`src/prpu_regs.svh`:
```
// Register offsets, field positions and reset values of the page relocation unit
`ifndef PRPU_REGS_SVH
`define PRPU_REGS_SVH

// ****************************************
// Register map (byte addresses)
// ****************************************
`define PRPU_OFS_KBASE 8'h00
`define PRPU_OFS_KDESC 8'h20
`define PRPU_OFS_UBASE 8'h40
`define PRPU_OFS_UDESC 8'h60
`define PRPU_OFS_CTRL 8'h80
`define PRPU_OFS_STAT 8'h84

// ****************************************
// Field layout
// ****************************************
`define PRPU_BASE_MASK 16'h0fff
`define PRPU_DESC_MASK 16'h7f0e
`define PRPU_KEY_MSB 2
`define PRPU_KEY_LSB 1
`define PRPU_ED_BIT 3
`define PRPU_PLF_MSB 14
`define PRPU_PLF_LSB 8
`define PRPU_CTRL_EN_BIT 0
`define PRPU_STAT_CAUSE_MSB 3
`define PRPU_STAT_PAGE_LSB 4
`define PRPU_STAT_MODE_LSB 7

// ****************************************
// Encodings
// ****************************************
`define PRPU_MODE_KERNEL 2'h0
`define PRPU_MODE_USER 2'h3
`define PRPU_ACF_NONRES 2'h0
`define PRPU_ACF_RO 2'h1
`define PRPU_ACF_UNUSED 2'h2
`define PRPU_ACF_RW 2'h3
`define PRPU_IO_PAGE 3'h7
`define PRPU_IO_EXT 2'h3

// ****************************************
// Reset values
// ****************************************
`define PRPU_CTRL_RST 1'h0
`define PRPU_CAUSE_RST 4'h0

`endif

```
`src/prpu_pkg.sv`:
```
// Types shared by the page relocation unit
package prpu_pkg;

  typedef enum logic [3:0] {
    PRPU_IDLE = 4'h1,
    PRPU_LOOK = 4'h2,
    PRPU_BUS = 4'h4,
    PRPU_ACK = 4'h8
  } prpu_state_e;

  typedef struct packed {
    logic [15:0] va;
    logic is_write;
    logic [1:0] cur_mode;
    logic [1:0] prev_mode;
    logic use_prev;
  } prpu_core_req_s;

  typedef struct packed {
    logic [17:0] pa;
    logic is_write;
  } prpu_mem_req_s;

  // Cause bits: mode, length, read-only, non-resident
  typedef logic [3:0] prpu_cause_t;

endpackage

```
`src/prpu_page_mem.sv`:
```
// Storage of the sixteen page register pairs, registered read port
`timescale 1ns/1ps
module prpu_page_mem (
  input wire logic mclk,
  input wire logic [3:0] rd_addr,
  output logic [31:0] rd_data,
  input wire logic wr_en,
  input wire logic [3:0] wr_addr,
  input wire logic [31:0] wr_data,
  input wire logic [31:0] wr_mask
);

  logic [31:0] mem_q [0:15];

  // Array holds no reset; software loads every pair before enabling
  always_ff @(posedge mclk)
  begin
    if (wr_en)
    begin
      mem_q[wr_addr] <= (mem_q[wr_addr] & ~wr_mask) | (wr_data & wr_mask);
    end
    rd_data <= mem_q[rd_addr];
  end

endmodule

```
`src/prpu_top.sv`:
```
// Paged address relocation and access protection unit
//
// Contract
// - With relocation on, core byte address is virtual and yields 18-bit physical.
// - Virtual space is eight 4K-word pages, each translated by its own pair.
// - Page length is 1 to 128 blocks of 32 words.
// - Relocated page starts fall on 32-word boundaries.
// - References beyond the allocated length of a short page are refused.
// - Separate kernel and user sets of eight register pairs each.
// - Each page carries a 2-bit key checked on every reference; the code checks it only while relocation is on.
// - Key 0: non-resident, any reference aborts.
// - Key 2: reads and fetches pass, writes abort.
// - Key 6: reads and writes both pass.
// - Set chosen by current mode field, or previous mode when asked.
// - Mode 00 selects kernel set; modes 01 and 10 abort every reference; the code aborts them only while relocation is on.
// - Several pages may map the same physical region with own keys.
// - Mode 11 selects the user set.
// - Aborted references never reach the memory bus.
// - Base register holds 12-bit base field; bits 15 to 12 unused.
// - Top three virtual address bits pick the pair in the set.
//
// The register offsets and register access over Avalon-MM were left to the implementer.
`timescale 1ns/1ps
`include "prpu_regs.svh"
module prpu_top (
  input wire logic mclk,
  input wire logic rstn,
  input wire logic core_req,
  input wire prpu_pkg::prpu_core_req_s core_in,
  output logic core_ready,
  output logic mem_req,
  output prpu_pkg::prpu_mem_req_s mem_out,
  output logic abort,
  output prpu_pkg::prpu_cause_t abort_cause,
  input wire logic [7:0] avs_address,
  input wire logic avs_read,
  input wire logic avs_write,
  input wire logic [31:0] avs_writedata,
  input wire logic [3:0] avs_byteenable,
  output logic [31:0] avs_readdata,
  output logic avs_waitrequest
);
  import prpu_pkg::*;

  // ****************************************
  // Helpers
  // ****************************************
  function automatic logic [1:0] pick_mode(input prpu_core_req_s r);
    pick_mode = r.use_prev ? r.prev_mode : r.cur_mode;
  endfunction

  function automatic logic [3:0] pair_index(input logic [1:0] mode, input logic [15:0] va);
    pair_index = {mode == `PRPU_MODE_USER, va[15:13]};
  endfunction

  function automatic logic [17:0] pa_calc(input logic [11:0] base, input logic [15:0] va);
    logic [17:0] sum;
    sum = {base, 6'h00} + {5'h00, va[12:0]};
    pa_calc = sum;
  endfunction

  // ****************************************
  // State
  // ****************************************
  prpu_state_e state_q, state_d;
  prpu_core_req_s hold_q;
  logic ctrl_en_q;
  prpu_cause_t sticky_q;
  logic [2:0] last_page_q;
  logic [1:0] last_mode_q;
  logic core_ready_q;
  logic mem_req_q;
  prpu_mem_req_s mem_out_q;
  logic abort_q;
  prpu_cause_t abort_cause_q;
  logic [31:0] rdata_q;
  logic wait_q;

  // ****************************************
  // Bus decode
  // ****************************************
  logic in_idle, in_look, in_bus, in_ack;
  logic bus_req, page_hit, desc_hit, ctrl_hit, stat_hit;
  logic [3:0] bus_index;
  logic [15:0] lane16;
  logic [15:0] wd16;
  logic [31:0] mem_wdata, mem_wmask;
  logic mem_wen;
  logic [3:0] mem_raddr;
  logic [31:0] mem_rdata;
  logic take_core, take_bus;

  assign in_idle = (state_q == PRPU_IDLE);
  assign in_look = (state_q == PRPU_LOOK);
  assign in_bus = (state_q == PRPU_BUS);
  assign in_ack = (state_q == PRPU_ACK);
  assign bus_req = avs_read | avs_write;
  assign page_hit = ~avs_address[7] & (avs_address[1:0] == 2'h0);
  assign desc_hit = avs_address[5];
  assign ctrl_hit = (avs_address == `PRPU_OFS_CTRL);
  assign stat_hit = (avs_address == `PRPU_OFS_STAT);
  assign bus_index = {avs_address[6], avs_address[4:2]};
  assign lane16 = {{8{avs_byteenable[1]}}, {8{avs_byteenable[0]}}};
  assign wd16 = avs_writedata[15:0];
  // Unused descriptor and base bits never stored, so they read back zero
  assign mem_wdata = {wd16 & `PRPU_DESC_MASK, wd16 & `PRPU_BASE_MASK};
  assign mem_wmask = desc_hit ? {lane16, 16'h0000} : {16'h0000, lane16};
  // Write lands at the edge where waitrequest is seen low
  assign mem_wen = in_ack & avs_write & page_hit;
  // Core lookups win the read port; bus waits behind them
  assign take_core = in_idle & core_req;
  assign take_bus = in_idle & ~core_req & bus_req;
  assign mem_raddr = core_req ? pair_index(pick_mode(core_in), core_in.va) : bus_index;

  prpu_page_mem prpu_page_mem_i (
    .mclk(mclk),
    .rd_addr(mem_raddr),
    .rd_data(mem_rdata),
    .wr_en(mem_wen),
    .wr_addr(bus_index),
    .wr_data(mem_wdata),
    .wr_mask(mem_wmask)
  );

  // ****************************************
  // Translation and protection
  // ****************************************
  logic [1:0] hold_mode;
  logic [15:0] desc_w;
  logic [11:0] base_f;
  logic [1:0] key_f;
  logic [6:0] plf_f;
  logic [6:0] blk_f;
  logic ed_f;
  logic mode_bad, len_bad, ro_bad, nonres_bad;
  prpu_cause_t cause_now;
  logic abort_now;
  logic [17:0] pa_direct, pa_now;

  assign hold_mode = pick_mode(hold_q);
  assign desc_w = mem_rdata[31:16];
  assign base_f = mem_rdata[11:0];
  assign key_f = desc_w[`PRPU_KEY_MSB:`PRPU_KEY_LSB];
  assign plf_f = desc_w[`PRPU_PLF_MSB:`PRPU_PLF_LSB];
  assign ed_f = desc_w[`PRPU_ED_BIT];
  assign blk_f = hold_q.va[12:6];
  // Kernel 00 and user 11 only; the other two codes abort
  assign mode_bad = (hold_mode != `PRPU_MODE_KERNEL) & (hold_mode != `PRPU_MODE_USER);
  // Upward pages allow blocks up to the length field, downward from it
  assign len_bad = ed_f ? (blk_f < plf_f) : (blk_f > plf_f);
  assign nonres_bad = (key_f == `PRPU_ACF_NONRES) | (key_f == `PRPU_ACF_UNUSED);
  assign ro_bad = (key_f == `PRPU_ACF_RO) & hold_q.is_write;
  // Key 6 raises no bit here, so both directions pass
  assign cause_now = {mode_bad, len_bad, ro_bad, nonres_bad};
  assign abort_now = ctrl_en_q & (|cause_now);
  // Top page maps to the I/O window while relocation is off
  assign pa_direct = {(hold_q.va[15:13] == `PRPU_IO_PAGE) ? `PRPU_IO_EXT : 2'h0, hold_q.va};
  // No uniqueness check: aliased pages simply share physical space
  assign pa_now = ctrl_en_q ? pa_calc(base_f, hold_q.va) : pa_direct;

  // ****************************************
  // Sequencer
  // ****************************************
  always_comb
  begin
    state_d = state_q;
    case (state_q)
      PRPU_IDLE:
      begin
        if (take_core)
        begin
          state_d = PRPU_LOOK;
        end
        else if (take_bus)
        begin
          state_d = avs_read ? PRPU_BUS : PRPU_ACK;
        end
      end
      PRPU_LOOK:
      begin
        state_d = PRPU_IDLE;
      end
      PRPU_BUS:
      begin
        state_d = PRPU_ACK;
      end
      PRPU_ACK:
      begin
        state_d = PRPU_IDLE;
      end
      default:
      begin
        state_d = PRPU_IDLE;
      end
    endcase
  end

  // ****************************************
  // Register read mux and status update
  // ****************************************
  logic [31:0] page_rd, rd_d;
  logic [31:0] stat_word;
  logic stat_clr_wr;
  prpu_cause_t sticky_set, sticky_d;
  logic wait_d;

  assign page_rd = desc_hit ? {16'h0000, mem_rdata[31:16]} : {16'h0000, mem_rdata[15:0]};
  assign stat_word = {23'h000000, last_mode_q, last_page_q, sticky_q};
  assign rd_d = page_hit ? page_rd :
                ctrl_hit ? {31'h00000000, ctrl_en_q} :
                stat_hit ? stat_word : 32'h00000000;
  assign stat_clr_wr = in_ack & avs_write & stat_hit & avs_byteenable[0];
  assign sticky_set = (in_look & abort_now) ? cause_now : `PRPU_CAUSE_RST;
  // A cause raised in the clearing cycle survives the clear
  assign sticky_d = (sticky_q & ~(stat_clr_wr ? avs_writedata[3:0] : 4'h0)) | sticky_set;
  // Low for exactly one cycle: after a read's data is loaded or a write's decode
  assign wait_d = ~(in_bus | take_bus & avs_write);

  always_ff @(posedge mclk)
  begin
    if (!rstn)
    begin
      state_q <= PRPU_IDLE;
      hold_q <= '0;
      wait_q <= 1'b1;
      rdata_q <= 32'h00000000;
    end
    else
    begin
      state_q <= state_d;
      wait_q <= wait_d;
      if (take_core)
      begin
        hold_q <= core_in;
      end
      if (in_bus)
      begin
        rdata_q <= rd_d;
      end
    end
  end

  always_ff @(posedge mclk)
  begin
    if (!rstn)
    begin
      ctrl_en_q <= `PRPU_CTRL_RST;
      sticky_q <= `PRPU_CAUSE_RST;
      last_page_q <= 3'h0;
      last_mode_q <= 2'h0;
    end
    else
    begin
      sticky_q <= sticky_d;
      if (in_ack & avs_write & ctrl_hit & avs_byteenable[0])
      begin
        ctrl_en_q <= avs_writedata[`PRPU_CTRL_EN_BIT];
      end
      if (in_look & abort_now)
      begin
        last_page_q <= hold_q.va[15:13];
        last_mode_q <= hold_mode;
      end
    end
  end

  // ****************************************
  // Core and memory side outputs
  // ****************************************
  always_ff @(posedge mclk)
  begin
    if (!rstn)
    begin
      core_ready_q <= 1'b0;
      mem_req_q <= 1'b0;
      mem_out_q <= '0;
      abort_q <= 1'b0;
      abort_cause_q <= `PRPU_CAUSE_RST;
    end
    else
    begin
      core_ready_q <= (state_d == PRPU_IDLE);
      // Aborted references are stopped here and never issued
      mem_req_q <= in_look & ~abort_now;
      abort_q <= in_look & abort_now;
      if (in_look)
      begin
        mem_out_q <= '{pa: pa_now, is_write: hold_q.is_write};
        abort_cause_q <= abort_now ? cause_now : `PRPU_CAUSE_RST;
      end
    end
  end

  assign core_ready = core_ready_q;
  assign mem_req = mem_req_q;
  assign mem_out = mem_out_q;
  assign abort = abort_q;
  assign abort_cause = abort_cause_q;
  assign avs_readdata = rdata_q;
  assign avs_waitrequest = wait_q;

endmodule

```
`config.mk`:
```
export PLATFORM = sky130hd
export DESIGN_NAME = prpu_top
export DESIGN_NICKNAME = d
export VERILOG_FILES = /design/src/prpu_pkg.sv /design/src/prpu_page_mem.sv /design/src/prpu_top.sv
export VERILOG_INCLUDE_DIRS = /design/src
export SDC_FILE = /design/constraint.sdc
export NUM_CORES = 1
export LEC_CHECK = 0
export ABC_CLOCK_PERIOD_IN_PS = 4200
export BUFFER_PORTS_ARGS = -buffer_cell sky130_fd_sc_hd__buf_2
export CAP_MARGIN = 10
export CELL_PAD_IN_SITES_DETAIL_PLACEMENT = 1
export CELL_PAD_IN_SITES_GLOBAL_PLACEMENT = 2
export CORE_UTILIZATION = 43
export DETAILED_ROUTE_END_ITERATION = 7
export GPL_TIMING_DRIVEN = 0
export PLACE_DENSITY_LB_ADDON = 0.08
export SETUP_SLACK_MARGIN = 0.3
export SLEW_MARGIN = 20
export SYNTH_ARGS = -nofsm -noshare
export SYNTH_HDL_FRONTEND = slang
export SYNTH_SLANG_ARGS = --single-unit
```
`constraint.sdc`:
```
create_clock -name mclk -period 4.2 [get_ports mclk]
set_input_delay 0.84 -clock mclk [delete_from_list [all_inputs] [get_ports mclk]]
set_output_delay 0.84 -clock mclk [all_outputs]
set_load 0.02 [all_outputs]
```
==> results_dict.tcl <==
set metrics [dict create \
    cts_resized 0 \
    nets 1883 \
    status "finished clean" \
    period_minus_slack_ns 3.58 \
    fin_ws_ns 0.615 \
    yosysSeqAreaShare 0.626 \
    cts_buffer_depth 3 \
    grt_max_degree 17 \
    hold_end "blk_f[5]$_SDFFE_PN0P_" \
    clkSlewWorstSetupHoldPaths_ns 0.06 \
    reg2reg_depth 8 \
    r2r-end "prpu_page_mem_i.mem_q[1][10]$_DFFE_PP_" \
    place_congestion 0.816 \
    syn_to_final_growth_pct 17.0 \
    cellPowerDensity_mw_per_mm2 444 \
    synth-seq-cells 623 \
    cts_tree "yes" \
    dieArea_sq_mm 0.0664 \
    path_class "input port to register" \
    drc 0 \
    leakage_nw 10.9 \
    crit_path_start_kind "input port" \
    vias_per_cell 6.41 \
    hold_violations 0 \
    finalSetupViolCount 0 \
    worst_pin_slew_ns 1.21 \
    fmax_mhz 279 \
    fp.dieW_microns 258 \
    final_cell_mix "512 x edfxtp_1, 288 x mux4_2, 115 x buf_2" \
    min_path_cells 2 \
    synth-edff-count 512 \
    rows 93 \
    path_buf_inv 4 \
    hold_class "input port to register" \
    grt_pass1_vias 17900 \
    cts_setup_buffers 0 \
    async_reset_ff_frac 0 \
    final_common_cell "edfxtp_1" \
    io_buffers 89 \
    dp.cells 2579 \
    yosysWarnings 0 \
    grtUsageMet1 0.375 \
    final_layout_size_suffix_gt1_frac 0.339 \
    grt_pass1_wl_mm 134 \
    cts.sinks 623 \
    required_ns 4.64 \
    core_sq_mm 0.0646 \
    synth_cells 1582 \
    p_total_mw 14.6 \
    gr-total-overflow 0 \
    fin_util 0.510 \
    fin_skew_ns 0.0186 \
    busiest_layer "met2" \
    dieHeight_microns 258 \
    final_cells 2709 \
    cts-root-buf "clkbuf_16" \
    start_util 0.435 \
    cts_buffers 71 \
    fin_crit_sh 0.854 \
    max_stage_delay_ns 0.90 \
    h-tree-depth 3 \
    arrival_ns 4.03 \
    clk_latency_ns 0.61 \
    drt-total-wl_mm 94.5 \
    routedWlPerCell_microns 34.9 \
    use_met2 0.483 \
    ios 130 \
    multi_input_area_sq_mm 0.00999 \
    grt_use_met3 0.0637 \
    peakVddDrop_mv 0.282 \
    r2r_slack_ns 0.89 \
    seq_area_sq_mm 0.0176 \
    grt_setup_unrepaired "false" \
    synth.distinct_cells 57 \
    syn_avg_cell_area_sq_um 17.8 \
    crit_family "buffers and inverters" \
    dr.pass1.iters 5 \
    synth_ff_type "edfxtp_1" \
    num_vias 17400 \
    cap_violations 0 \
    drt_iter0_markers 2008 \
    drtAntennaViolNets 0 \
    relSlewSlack 0.193 \
    maxSlewViolCount 0 \
    dp_slack_ns 0.0666 \
    dp_hpwl_mm 65.4 \
    grt_usage 0.289 \
    end_kind "register" \
    slowest_stage "clkbuf_1" \
    antenna_found_initial 4 \
    path_max_fanout 10 \
    hold_start "core_in[17]" \
    r2r_start "state_q[3]$_SDFF_PN0_" \
    hold_buffers 0 \
    syn_area_sq_mm 0.0281 \
    crit_chain "buf_2 -> buf_2 -> mux2_2 -> clkbuf_1 -> clkbuf_1 -> nand2_1 -> a31oi_1" \
    n_fill_cell 6007 \
]
## routing by layer
| layer | share of wire | routed length (microns) | vias to the layer above |
|---|---|---|---|
| met5 | 0.00011 | 10 | - |
| met4 | 0.031 | 2950 | 2 |
| met3 | 0.087 | 8180 | 188 |
| met2 | 0.50 | 46900 | 936 |
| met1 | 0.39 | 36400 | 9273 |
| li1 | - | - | 6962 |
## metrics by stage
step           cell area [sq um]  hold slack, ns  setup TNS [ns]
2_1_floorplan              28200           0.432               0
3_3_place_gp               29700           0.441        -1299.55
3_5_place_dp               30600           0.445               0
4_1_cts                    32900           0.426               0
5_1_grt                    32900           0.446               0
6_report                   32900           0.442               0
## kinds of logic after synthesis
logic type / after synthesis / synth area share
adder cells (fa/ha/maj): 15 / 0.00694
AND/OR/NAND/NOR: 263 / 0.0453
buffers and inverters: 149 / 0.0262
flip-flops: 623 / 0.626
AO/OA/AOI/OAI: 192 / 0.0462
multiplexers: 329 / 0.246
XOR/XNOR: 10 / 0.00311
other: 1 / 0.000133
## cell usage after synthesis (20+ instances only)
master    instances  area share
a211oi_1         41       0.011
mux2_2           28       0.011
buf_4            28      0.0075
dfxtp_1         111       0.079
and2_1           45       0.010
edfxtp_1        512        0.55
a21oi_1          39      0.0069
nand2_1         109       0.015
a31oi_1          35      0.0078
o21ai_0          20      0.0036
nor2_1           48      0.0064
a22o_1           22      0.0069
clkbuf_1         59      0.0079
buf_2            22      0.0039
mux4_2          288        0.23
## flip-flops by register name, summed over array words and instances, names as in the netlist
signal	count
core_ready	1
avs_waitrequest	1
avs_readdata	16
mem_out	19
prpu_page_mem_i.mem_q	512
prpu_page_mem_i.rd_data	32
blk_f	7
hold_q	15
ctrl_en_q	1
sticky_q	4
abort_cause	4
state_q	4
abort	1
last_mode_q	2
last_page_q	3
mem_req	1
## cell type report
type                    count  share of cell area
diodes                      1           0.0000760
well taps                 855              0.0325
clock inverters            35             0.00844
repair buffers            127              0.0365
inverters                  19             0.00217
clock buffers              94              0.0617
plain buffers             130              0.0204
flip-flops and latches    623               0.535
multi-input cells         825               0.304
## worst register-to-register path: cells and delay by family (launching register included)
family                 cells  cell delay, ns
buffers and inverters      3            0.68
flip-flops                 1            0.43
AND/OR/NAND/NOR            5            1.89
## power by group
part / internal (mW) / switching [mW] / leakage, nW / total (mW)
Combinational: 0.574 / 0.937 / 4.21 / 1.51
Sequential: 6.85 / 0.0772 / 5.52 / 6.93
Clock: 3.65 / 2.53 / 1.14 / 6.18
## worst max path at each step
stage               slack, ns                                      end      startpoint  cells after the start
global placement        -3.08   prpu_page_mem_i.mem_q[15][7]$_DFFE_PP_  avs_address[4]                      5
detailed placement       0.07  prpu_page_mem_i.mem_q[15][10]$_DFFE_PP_  avs_address[4]                      6
global route             0.59  prpu_page_mem_i.mem_q[15][23]$_DFFE_PP_  avs_address[4]                      6
floorplan                0.48   prpu_page_mem_i.mem_q[14][0]$_DFFE_PP_  avs_address[4]                      5
CTS                      0.69  prpu_page_mem_i.mem_q[15][27]$_DFFE_PP_  avs_address[4]                      6
finish                   0.62      prpu_page_mem_i.rd_data[12]$_DFF_P_        core_req                      7
Note: power is estimated with default switching activity, not from simulation.
